===== src/hdl/mpot_pkg.sv =====
package mpot_pkg;

  // Register byte offsets
  localparam logic [11:0] MPOT_CTRL_OFF = 12'h000;
  localparam logic [11:0] MPOT_MAX_OFF = 12'h004;
  localparam logic [11:0] MPOT_MIN_OFF = 12'h008;
  localparam logic [11:0] MPOT_START_OFF = 12'h00C;
  localparam logic [11:0] MPOT_STEP_OFF = 12'h010;
  localparam logic [11:0] MPOT_RUP_OFF = 12'h014;
  localparam logic [11:0] MPOT_RDN_OFF = 12'h018;
  localparam logic [11:0] MPOT_VALUE_OFF = 12'h01C;
  localparam logic [11:0] MPOT_SAVED_OFF = 12'h020;
  localparam logic [11:0] MPOT_STATUS_OFF = 12'h024;

  // Control field positions
  localparam int MPOT_FUNC_LSB = 0;
  localparam int MPOT_RMODE_BIT = 2;
  localparam int MPOT_SMODE_LSB = 3;
  localparam int MPOT_STOP_BIT = 8;
  localparam int MPOT_MOFF_BIT = 9;

  // Function, reset and save modes
  localparam logic [1:0] MPOT_FUNC_OFF = 2'h0;
  localparam logic [1:0] MPOT_FUNC_TIME = 2'h1;
  localparam logic [1:0] MPOT_FUNC_EDGE = 2'h2;
  localparam logic MPOT_RST_AT_START = 1'b0;
  localparam logic MPOT_RST_BOTH = 1'b1;
  localparam logic [1:0] MPOT_SAVE_NONE = 2'h0;
  localparam logic [1:0] MPOT_SAVE_MAINS = 2'h1;
  localparam logic [1:0] MPOT_SAVE_STOP = 2'h2;

  // Reset values
  localparam logic [31:0] MPOT_CTRL_RST = 32'h0000_0001;
  localparam logic [31:0] MPOT_MAX_RST = 32'h0000_0528;
  localparam logic [31:0] MPOT_MIN_RST = 32'h0000_0000;
  localparam logic [31:0] MPOT_START_RST = 32'h0000_0000;
  localparam logic [31:0] MPOT_STEP_RST = 32'h0000_000A;

  // Timing
  localparam int MPOT_CLK_HZ = 40_000_000;
  localparam int MPOT_RAMP_MS = 10000;
  localparam int MPOT_CYC_PER_MS = MPOT_CLK_HZ / 1000;
  localparam int MPOT_DEB_US = 5;
  localparam int MPOT_DEB_CYC = (MPOT_DEB_US * MPOT_CLK_HZ) / 1_000_000;

endpackage : mpot_pkg


===== src/hdl/mpot_setpoint.sv =====
`timescale 1ns/1ps
`default_nettype none

// Contract
// - With the function disabled the value stays put and both inputs are ignored.
// - The increment input raises the value and the decrement input lowers it.
// - In time mode the value keeps moving while the matching input is held high.
// - In edge mode only a rising edge changes the value, a held level does nothing more.
// - In edge mode each rising edge adds or subtracts the step size.
// - In start reset mode the start value is loaded at every power-up.
// - In both-input reset mode the start value is loaded while both inputs are active.
// - With save mode none the value is never written to the saved store.
// - With save mode mains-off the value is saved when mains-off is signalled.
// - With save mode stop the value is saved when a stop command is issued.
// - Increments never carry the value above the maximum.
// - Decrements never carry the value below the minimum.
// - Every reset event loads the start value, zero by default, and work goes on from it.
// - In time mode the up rate runs from zero to maximum in the ramp-up time.
// - In time mode the down rate runs from maximum to zero in the ramp-down time.
module mpot_setpoint
  import mpot_pkg::*;
#(
  parameter int RAMP_UP_MS = MPOT_RAMP_MS,
  parameter int RAMP_DN_MS = MPOT_RAMP_MS,
  parameter int CYC_PER_MS = MPOT_CYC_PER_MS,
  parameter int DEB_CYC = MPOT_DEB_CYC
)
(
  input wire logic pclk,
  input wire logic presetn,
  input wire logic psel,
  input wire logic penable,
  input wire logic pwrite,
  input wire logic [11:0] paddr,
  input wire logic [31:0] pwdata,
  output logic [31:0] prdata,
  output logic pready,
  output logic pslverr,
  input wire logic increment_input,
  input wire logic decrement_input,
  input wire logic mains_off,
  input wire logic stop_cmd,
  output logic [31:0] motor_pot_value,
  output logic [31:0] motor_pot_saved,
  output logic save_pulse
);

  // Configuration registers
  logic [31:0] ctrl_reg;
  logic [31:0] max_reg;
  logic [31:0] min_reg;
  logic [31:0] start_reg;
  logic [31:0] step_reg;
  logic [31:0] rup_reg;
  logic [31:0] rdn_reg;
  logic [31:0] value_reg;
  logic [31:0] value_next;
  logic [31:0] saved_reg;
  logic [31:0] prdata_reg;
  logic save_reg;
  logic pslverr_reg;
  logic boot_reg;

  wire logic [1:0] func = ctrl_reg[MPOT_FUNC_LSB +: 2];
  wire logic rmode = ctrl_reg[MPOT_RMODE_BIT];
  wire logic [1:0] smode = ctrl_reg[MPOT_SMODE_LSB +: 2];

  // Input synchronisers, two stages each, plus a stable-count filter
  logic [1:0] s1_reg;
  logic [1:0] s2_reg;
  logic [1:0] db_reg;
  logic [1:0] db_prev_reg;
  logic [1:0] s3_reg;
  logic [15:0] deb_cnt_reg [2];
  wire logic [15:0] deb_lim = 16'(DEB_CYC);

  genvar gi;
  generate
    for (gi = 0; gi < 2; gi++)
    begin : g_deb
      // Filter restarts whenever the synchronised level moves
      always_ff @(posedge pclk or negedge presetn)
      begin
        if (!presetn)
        begin
          deb_cnt_reg[gi] <= 16'h0000;
          db_reg[gi] <= 1'b0;
        end
        else if (s2_reg[gi] != s3_reg[gi])
          deb_cnt_reg[gi] <= 16'h0000;
        else if (deb_cnt_reg[gi] >= deb_lim)
          db_reg[gi] <= s3_reg[gi];
        else
          deb_cnt_reg[gi] <= deb_cnt_reg[gi] + 16'h0001;
      end
    end
  endgenerate

  always_ff @(posedge pclk or negedge presetn)
  begin
    if (!presetn)
    begin
      s1_reg <= 2'h0;
      s2_reg <= 2'h0;
      s3_reg <= 2'h0;
      db_prev_reg <= 2'h0;
    end
    else
    begin
      s1_reg <= {decrement_input, increment_input};
      s2_reg <= s1_reg;
      s3_reg <= s2_reg;
      db_prev_reg <= db_reg;
    end
  end

  // Command qualification
  wire logic up_lvl = db_reg[0];
  wire logic dn_lvl = db_reg[1];
  wire logic both = up_lvl & dn_lvl;
  wire logic up_edge = db_reg[0] & ~db_prev_reg[0];
  wire logic dn_edge = db_reg[1] & ~db_prev_reg[1];
  wire logic enabled = (func == MPOT_FUNC_TIME) || (func == MPOT_FUNC_EDGE);
  wire logic both_reset = enabled && both && (rmode == MPOT_RST_BOTH);

  // Rate generator: one LSB per tick, tick period = ramp_time * cycles_per_ms / max
  logic [47:0] acc_reg;
  wire logic [47:0] up_span = 48'(rup_reg) * 48'(CYC_PER_MS);
  wire logic [47:0] dn_span = 48'(rdn_reg) * 48'(CYC_PER_MS);
  wire logic go_up_t = (func == MPOT_FUNC_TIME) && up_lvl && !both;
  wire logic go_dn_t = (func == MPOT_FUNC_TIME) && dn_lvl && !both;
  wire logic [47:0] acc_sum = acc_reg + 48'(max_reg);
  wire logic [47:0] span = go_up_t ? up_span : dn_span;
  wire logic tick = (go_up_t || go_dn_t) && (acc_sum >= span);

  always_ff @(posedge pclk or negedge presetn)
  begin
    if (!presetn)
      acc_reg <= 48'h0;
    else if (!(go_up_t || go_dn_t))
      acc_reg <= 48'h0;
    else if (tick)
      acc_reg <= acc_sum - span;
    else
      acc_reg <= acc_sum;
  end

  // Saturating add and subtract against the limits
  wire logic [32:0] inc_amt = (func == MPOT_FUNC_EDGE) ? {1'b0, step_reg} : 33'h1;
  wire logic [32:0] up_sum = {1'b0, value_reg} + inc_amt;
  wire logic [32:0] dn_room = {1'b0, value_reg} - {1'b0, min_reg};
  wire logic [31:0] up_val = (up_sum > {1'b0, max_reg}) ? max_reg : up_sum[31:0];
  wire logic [31:0] dn_val = (dn_room[32] || dn_room < inc_amt) ? min_reg
                             : value_reg - inc_amt[31:0];
  wire logic do_up = (func == MPOT_FUNC_EDGE) ? (up_edge && !dn_lvl) : (go_up_t && tick);
  wire logic do_dn = (func == MPOT_FUNC_EDGE) ? (dn_edge && !up_lvl) : (go_dn_t && tick);

  // Next motor pot value, reset loads win over movement
  always_comb
  begin
    value_next = value_reg;
    if (boot_reg)
      value_next = start_reg;
    else if (!enabled)
      value_next = value_reg;
    else if (both_reset)
      value_next = start_reg;
    else if (both)
      value_next = value_reg;
    else if (do_up)
      value_next = up_val;
    else if (do_dn)
      value_next = dn_val;
  end

  // Save triggers: live input is synchronised, software bit is not
  logic [1:0] ev1_reg;
  logic [1:0] ev2_reg;
  logic [1:0] ev3_reg;
  wire logic moff_rise = ev2_reg[0] & ~ev3_reg[0];
  wire logic stop_rise = ev2_reg[1] & ~ev3_reg[1];
  wire logic bus_wr = psel && penable && pwrite;
  wire logic ctrl_wr = bus_wr && (paddr == MPOT_CTRL_OFF);
  wire logic sw_stop = ctrl_wr && pwdata[MPOT_STOP_BIT];
  wire logic sw_moff = ctrl_wr && pwdata[MPOT_MOFF_BIT];
  wire logic do_save = ((smode == MPOT_SAVE_MAINS) && (moff_rise || sw_moff))
                    || ((smode == MPOT_SAVE_STOP) && (stop_rise || sw_stop));

  always_ff @(posedge pclk or negedge presetn)
  begin
    if (!presetn)
    begin
      ev1_reg <= 2'h0;
      ev2_reg <= 2'h0;
      ev3_reg <= 2'h0;
    end
    else
    begin
      ev1_reg <= {stop_cmd, mains_off};
      ev2_reg <= ev1_reg;
      ev3_reg <= ev2_reg;
    end
  end

  // Value, saved copy and power-up marker; presetn clears the saved store as well
  always_ff @(posedge pclk or negedge presetn)
  begin
    if (!presetn)
    begin
      value_reg <= MPOT_START_RST;
      saved_reg <= MPOT_START_RST;
      save_reg <= 1'b0;
      boot_reg <= 1'b1;
    end
    else
    begin
      value_reg <= value_next;
      boot_reg <= 1'b0;
      save_reg <= do_save;
      if (do_save)
        saved_reg <= value_reg;
    end
  end

  // APB decode; zero wait states, unmapped addresses answer with an error
  wire logic hit_ro = (paddr == MPOT_VALUE_OFF) || (paddr == MPOT_SAVED_OFF)
                   || (paddr == MPOT_STATUS_OFF);
  wire logic hit_rw = (paddr == MPOT_CTRL_OFF) || (paddr == MPOT_MAX_OFF)
                   || (paddr == MPOT_MIN_OFF) || (paddr == MPOT_START_OFF)
                   || (paddr == MPOT_STEP_OFF) || (paddr == MPOT_RUP_OFF)
                   || (paddr == MPOT_RDN_OFF);
  wire logic [31:0] status = {28'h0, db_reg, enabled, both};
  wire logic [31:0] rd_mux =
      (paddr == MPOT_CTRL_OFF) ? {27'h0, ctrl_reg[4:0]} :
      (paddr == MPOT_MAX_OFF) ? max_reg :
      (paddr == MPOT_MIN_OFF) ? min_reg :
      (paddr == MPOT_START_OFF) ? start_reg :
      (paddr == MPOT_STEP_OFF) ? step_reg :
      (paddr == MPOT_RUP_OFF) ? rup_reg :
      (paddr == MPOT_RDN_OFF) ? rdn_reg :
      (paddr == MPOT_VALUE_OFF) ? value_reg :
      (paddr == MPOT_SAVED_OFF) ? saved_reg :
      (paddr == MPOT_STATUS_OFF) ? status : 32'h0000_0000;

  // Setup phase registers the answer so it is ready in the access phase
  always_ff @(posedge pclk or negedge presetn)
  begin
    if (!presetn)
    begin
      prdata_reg <= 32'h0000_0000;
      pslverr_reg <= 1'b0;
    end
    else if (psel && !penable)
    begin
      prdata_reg <= pwrite ? 32'h0000_0000 : rd_mux;
      pslverr_reg <= !(hit_rw || (hit_ro && !pwrite));
    end
  end

  // Configuration writes
  always_ff @(posedge pclk or negedge presetn)
  begin
    if (!presetn)
    begin
      ctrl_reg <= MPOT_CTRL_RST;
      max_reg <= MPOT_MAX_RST;
      min_reg <= MPOT_MIN_RST;
      start_reg <= MPOT_START_RST;
      step_reg <= MPOT_STEP_RST;
      rup_reg <= 32'(RAMP_UP_MS);
      rdn_reg <= 32'(RAMP_DN_MS);
    end
    else if (bus_wr)
    begin
      if (paddr == MPOT_CTRL_OFF)
        ctrl_reg <= {27'h0, pwdata[4:0]};
      if (paddr == MPOT_MAX_OFF)
        max_reg <= pwdata;
      if (paddr == MPOT_MIN_OFF)
        min_reg <= pwdata;
      if (paddr == MPOT_START_OFF)
        start_reg <= pwdata;
      if (paddr == MPOT_STEP_OFF)
        step_reg <= pwdata;
      if (paddr == MPOT_RUP_OFF)
        rup_reg <= pwdata;
      if (paddr == MPOT_RDN_OFF)
        rdn_reg <= pwdata;
    end
  end

  assign prdata = prdata_reg;
  assign pready = 1'b1;
  assign pslverr = pslverr_reg;
  assign motor_pot_value = value_reg;
  assign motor_pot_saved = saved_reg;
  assign save_pulse = save_reg;

endmodule : mpot_setpoint

`default_nettype wire


===== config.mk =====
export PLATFORM = sky130hd
export DESIGN_NAME = mpot_setpoint
export DESIGN_NICKNAME = d
export VERILOG_FILES = /design/src/hdl/mpot_pkg.sv /design/src/hdl/mpot_setpoint.sv
export SDC_FILE = /design/constraint.sdc
export NUM_CORES = 2
export LEC_CHECK = 0
export BUFFER_PORTS_ARGS = -buffer_cell sky130_fd_sc_hd__buf_2
export CAP_MARGIN = 20
export CORE_ASPECT_RATIO = 2
export CORE_MARGIN = 5
export CORE_UTILIZATION = 45
export DETAILED_ROUTE_END_ITERATION = 8
export GPL_ROUTABILITY_DRIVEN = 0
export SLEW_MARGIN = 5
export SYNTH_ARGS = -nofsm -noshare
export SYNTH_HDL_FRONTEND = slang
export SYNTH_SLANG_ARGS = --single-unit

===== constraint.sdc =====
create_clock -name pclk -period 7.2 [get_ports pclk]
set_input_delay 1.44 -clock pclk [delete_from_list [all_inputs] [get_ports pclk]]
set_output_delay 1.44 -clock pclk [all_outputs]
set_load 0.005 [all_outputs]

Word-level counts from Yosys, hierarchy flattened
Cells that the tools add are included.

word-level totals
  register bits = 392
  output and inout port bits = 99
  logic and storage cells = 151

operators by class
  add/subtract/negate cells = 7
  multipliers = 2
  order comparisons = 5
  equal/unequal tests = 18
  muxes and demuxes = 29
  bitwise operators = 11
  reductions and logical operators = 54

operators with widths
  kind                                                                    number
  32-bit two-way mux                                                      19
  48-bit two-way mux                                                      3
  32-bit by 10-bit multiplier with 42-bit output, second input constant   2
  16-bit two-way mux                                                      4
  48-bit by 32-bit adder with 48-bit output                               1
  12-bit by 5-bit equality test with 1-bit output, second input constant  4
  48-bit >= comparator                                                    1
  48-bit subtractor                                                       1
  32-bit by 32-bit adder with 33-bit output                               1
  33-bit by 32-bit > comparator with 1-bit output                         1
  33-bit by 32-bit < comparator with 1-bit output                         1
  32-bit by 32-bit subtractor with 33-bit output                          1
  16-bit by 1-bit adder with 16-bit output, second input constant         2
  16-bit by 8-bit >= comparator with 1-bit output, second input constant  2
  32-bit subtractor                                                       1
  12-bit by 4-bit equality test with 1-bit output, second input constant  2
  12-bit by 6-bit equality test with 1-bit output, second input constant  2
  1-bit logical AND                                                       20
  2-bit AND reduction                                                     9
  1-bit logical OR                                                        15
  12-bit by 3-bit equality test with 1-bit output, second input constant  1
  12-bit zero test                                                        1
  1-bit zero test                                                         6
  1-bit NOT                                                               6
  other kinds (11)                                                        20

Depth between registers and ports, before layout
  depth in word-level cells = 14
  mapped depth = 37
  gate-level depth less buffers = 35

Worst setup path before layout
Ideal clock, no wire load.

  kind = flip-flop to flip-flop
  start point = reg rdn_reg[13]
  end point = reg value_reg[23] (netlist: motor_pot_value[23])
  setup time = 0.126 ns
  arrival = 7.646 ns
  required time = 7.074 ns
  setup slack = -0.572 ns
  cell stages (with the launch flop) = 34
  clock period less this slack = 7.772 ns
  path through = dfstp_2 -> inv_1 -> fa_1 -> inv_1 -> ha_1 -> fa_1 -> ha_1 -> inv_1 -> fa_1 -> inv_1 -> ha_1 -> clkbuf_2 -> nand3_1 -> or3_1 -> or3_1 -> o211ai_1 -> a221o_1 -> a21o_1 -> a21oi_1 -> o21bai_1 -> a21oi_1 -> xnor2_1 -> mux2i_1 -> ha_1 -> clkbuf_1 -> nand4_1 -> nor4_1 -> o31ai_4 -> o211ai_2 -> o211ai_1 -> and3_1 -> buf_2 -> buf_2 -> a221o_1

between the ends
  cells in the longest elaborated chain, start to end = 11
  elaborated cells between the ends (all ways) = 15
  those cells by class = 1 x mul; 1 x order compare; 8 x mux; 5 x reduce/logical

RTL lines
  what                                                line                  text
  from (decl)                                         mpot_setpoint.sv:55   logic [31:0] rdn_reg;
  from (signal assigned)                              mpot_setpoint.sv:271  rdn_reg <= 32'(RAMP_DN_MS);
  from (signal assigned)                              mpot_setpoint.sv:288  rdn_reg <= pwdata;
  32-bit by 10-bit multiplier with 42-bit output (*)  mpot_setpoint.sv:129  wire logic [47:0] dn_span = 48'(rdn_reg) * 48'(CYC_PER_MS);
  48-bit two-way mux (*)                              mpot_setpoint.sv:133  wire logic [47:0] span = go_up_t ? up_span : dn_span;
  48-bit >= comparator (*)                            mpot_setpoint.sv:134  wire logic tick = (go_up_t || go_dn_t) && (acc_sum >= span);
  1-bit logical AND (*)                               mpot_setpoint.sv:134
  1-bit logical AND                                   mpot_setpoint.sv:155  wire logic do_up = (func == MPOT_FUNC_EDGE) ? (up_edge && !dn_lvl) : (go_up_t && tick);
  1-bit two-way mux                                   mpot_setpoint.sv:155
  32-bit two-way mux                                  mpot_setpoint.sv:170  else if (do_up)
  32-bit two-way mux                                  mpot_setpoint.sv:168  else if (both)
  32-bit two-way mux                                  mpot_setpoint.sv:166  else if (both_reset)
  32-bit two-way mux                                  mpot_setpoint.sv:164  else if (!enabled)
  32-bit two-way mux                                  mpot_setpoint.sv:162  if (boot_reg)
  to (signal assigned)                                mpot_setpoint.sv:217  value_reg <= value_next;
  to (decl)                                           mpot_setpoint.sv:56   logic [31:0] value_reg;

Every way passes the cells marked *; elsewhere a longest branch is shown, timed or not. The select of a mux whose other input is x is not followed.
A chain may end at the register's enable or synchronous reset.

Worst setup path in the final report
  start point = reg rdn_reg[9]
  end point = reg value_reg[23] (netlist: motor_pot_value[23])

Same word-level chain as after synthesis.

==> flow_metrics.tcl <==
set metrics [dict create \
    syn_area_um2 38980 \
    whs_endpoint "s2_reg[0]" \
    avgSynthCellArea_um2 8.667 \
    p_comb_share_pct 56.6 \
    drt_first_pass_iters 6 \
    place_area_um2 45060 \
    fin_tns_setup_ns -50.03 \
    grt_pass1_wl_mm 218.0 \
    critPathMostFrequentCell "buf_4" \
    root_buffer "clkbuf_16" \
    ir_drop_uv 215.1 \
    via_count 36460 \
    p_per_area_nw_per_um2 232.8 \
    largest_reg_flops 48 \
    die_height_um 426.2 \
    start_util_pct 45.35 \
    min_from "s1_reg[0]" \
    slowest_stage "fa_2" \
    drive_gt1_share_pct 24.50 \
    ys_types 95 \
    maxCapViolCount 0 \
    grt-ovfl-total 0 \
    hpwl_mm 117.7 \
    cts_buffer_depth 3 \
    core-area_um2 85960 \
    numClockSinks 392 \
    drc 0 \
    leakagePower_nw 24.51 \
    die_area_um2 92970 \
    relSlewSlack_pct 13.44 \
    maxSlewViolCount 0 \
    final.fill_count 7934 \
    port_buffers 150 \
    sw_frac_of_total_pct 43.60 \
    synthFlopType "dfrtp_1" \
    ant_nets 0 \
    internal-power_w 0.006346 \
    reg2reg_from "rdn_reg[9]" \
    multi_input_area_um2 27370 \
    hold_viol_final 0 \
    clock_latency_ns 0.62 \
    crit_required_ns 7.68 \
    die_x_um 218.1 \
    fin_crit_sh_pct 111.3 \
    crit_path_start_kind "register" \
    clockPowerShare_pct 21.4 \
    final_cells 6335 \
    ys_warn_count 0 \
    min_path_cells 0 \
    synthCells 4498 \
    synthToLayoutAreaGrowth_pct 23.97 \
    critPathMaxFanout 8 \
    final_util_pct 56.22 \
    hp-class "register to register" \
    antenna_found_initial 7 \
    seqCellArea_um2 9832 \
    endpoint_kind "register" \
    crit_buf_inv 11 \
    drt-total-wl_mm 145.4 \
    row_count 152 \
    io-pin-count 152 \
    status "finished with violations" \
    fmax_mhz 124.8 \
    r2r_cells 35 \
    rsz0062_at_grt "true" \
    async_reset_ff_share_pct 100.0 \
    grt_max_degree 138 \
    dp_cells 6188 \
    sequentialPowerShare_pct 22.0 \
    track_usage_pct 30.54 \
    ys_ff_latch 392 \
    synth_edf_count 0 \
    violations "negative setup slack" \
    postLayoutSetupSlackWorst_ns -0.8155 \
    max_stage_delay_ns 0.56 \
    setup-violations-final 74 \
    viasPerCell 5.756 \
    first_global_vias 38530 \
    r2r_end "motor_pot_value[23]" \
    finalInstanceArea_um2 48330 \
    hold_slack_ns 0.3467 \
    h-tree-depth 2 \
    path_clk_slew_ns 0.07 \
    ys_seq_area_share_pct 25.22 \
    switching_power_w 0.004906 \
    first_iter_violations 2292 \
    worst_pin_slew_ns 1.291 \
    cts_hold_buf 0 \
    arrival_ns 8.49 \
    r2r_setup_slack_ns -0.82 \
    period_minus_slack_ns 8.015 \
    cp_top_family "adder cells" \
    cts_made_buffers 44 \
    path_class "register to register" \
    cts_tree "yes" \
    num-nets-final 5839 \
    syn_nets 5196 \
    wl_per_cell_um 22.95 \
    finalClockSkew_ns 0.03810 \
]
power by group through the flow:
stage          clock network, W  logic, W  registers, W
3_5_place_dp                  0   0.00600       0.00250
5_1_grt                 0.00252   0.00688       0.00248
4_1_cts                 0.00244   0.00617       0.00247
2_1_floorplan                 0   0.00384       0.00242
3_3_place_gp                  0   0.00596       0.00250
6_report                0.00241   0.00637       0.00248
routing by layer:
metal	global-route usage [%]	wire length [um]	up-vias
li1	-	-	16970
met1	29.94	48520	17750
met2	57.22	75940	1216
met3	4.156	7105	521
met4	23.09	13800	6
met5	0	40	-
synth_stat cells (25+ instances only):
master    number  area (um2)
a21o_1        99       743.2
mux2i_1       37       370.4
xor2_1        78       683.2
nor2b_1       27       168.9
nand2_1      376        1411
xnor2_1      140        1226
o22ai_1       42       262.8
nand2b_1      46       287.8
clkbuf_1     128       480.5
dfrtp_1      374        9359
and3_1        30       187.7
a211oi_1      77       578.1
nand4_1       33       206.5
o21bai_1      35       262.8
nand3_1       68       340.3
a31oi_1       61       381.6
mux2_2       164        1847
ha_1         474        5931
a222oi_1      33       330.3
o31ai_1       49       367.9
nor2_1       324        1216
fa_1         171        3423
a21oi_1      253        1266
o21ai_0      275        1376
a22oi_1       25       187.7
o211ai_1      26       195.2
o21a_1        31       232.7
nor3_1        67       335.3
inv_1        622        2335
repair_timing:
action	CTS	global route
gates cloned	2	2
setup buffers	23	40
pin swaps	82	97
gates resized for setup	162	151
hold endpoints to repair	0	0
setup endpoints to repair	74	74
area by class of cell:
| cell class | count | area share, % |
|---|---|---|
| sequential | 392 | 20.34 |
| multi-input combinational | 3317 | 56.64 |
| clock inverter | 24 | 0.5851 |
| timing repair buffer | 764 | 12.06 |
| antenna | 5 | 0.02589 |
| tap | 1155 | 2.990 |
| clock buffer | 56 | 2.498 |
| inverter | 622 | 4.852 |
worst max path at each step:
stage	startpoint	endpoint	slack, ns	cells past startpoint
2_1_floorplan	rdn_reg[13]	motor_pot_value[11]	-0.09	32
3_3_place_gp	rdn_reg[4]	motor_pot_value[25]	-1.21	37
3_5_place_dp	rdn_reg[4]	motor_pot_value[25]	-1.21	37
4_1_cts	rdn_reg[13]	motor_pot_value[26]	-0.73	36
5_1_grt	rup_reg[13]	motor_pot_value[23]	-1.11	35
6_report	rdn_reg[9]	motor_pot_value[23]	-0.82	35
logic make-up (layout without fill, tap and decap cells):
logic type,after synthesis,in the layout,synth area share (%)
other,2,7,0.01926
AND/OR/NAND/NOR,1082,1082,12.67
flip-flops,392,392,25.22
AO/OA/AOI/OAI,1169,1169,19.76
multiplexers,201,201,5.687
XOR/XNOR,218,218,4.898
buffers and inverters,789,1466,7.751
adder cells (fa/ha/maj),645,645,23.99
cell usage in the layout (no fill, tap or decap), drive strengths merged, types with 35 or more instances in the layout:
cell	Yosys	routed
a211oi	78	78
a21o	100	100
a21oi	253	253
a31oi	61	61
buf	35	762
clkbuf	132	58
dfrtp	374	374
fa	171	171
ha	474	474
inv	622	629
mux2	164	164
mux2i	37	37
nand2	376	376
nand2b	46	46
nand3	68	68
nor2	325	325
nor3	68	68
o21ai	285	285
o21bai	35	35
o22ai	42	42
o31ai	51	51
xnor2	140	140
xor2	78	78
through the flow:
stage	worst slack (ns)	power [W]
4_1_cts	-0.7271	0.01107
3_5_place_dp	-1.205	0.008503
5_1_grt	-1.111	0.01188
3_3_place_gp	-1.207	0.008457
6_report	-0.8155	0.01125
2_1_floorplan	-0.09235	0.006267
worst register-to-register path: cells and delay by family (launching register included):
family	cells	cell delay [ns]
adders and majority gates	7	2.41
AOI/OAI and AO/OA	12	2.38
buffers and inverters	11	1.39
and+or+nand+nor	5	1.12
DFF	1	0.55
Power figures use the tool's default switching activity.
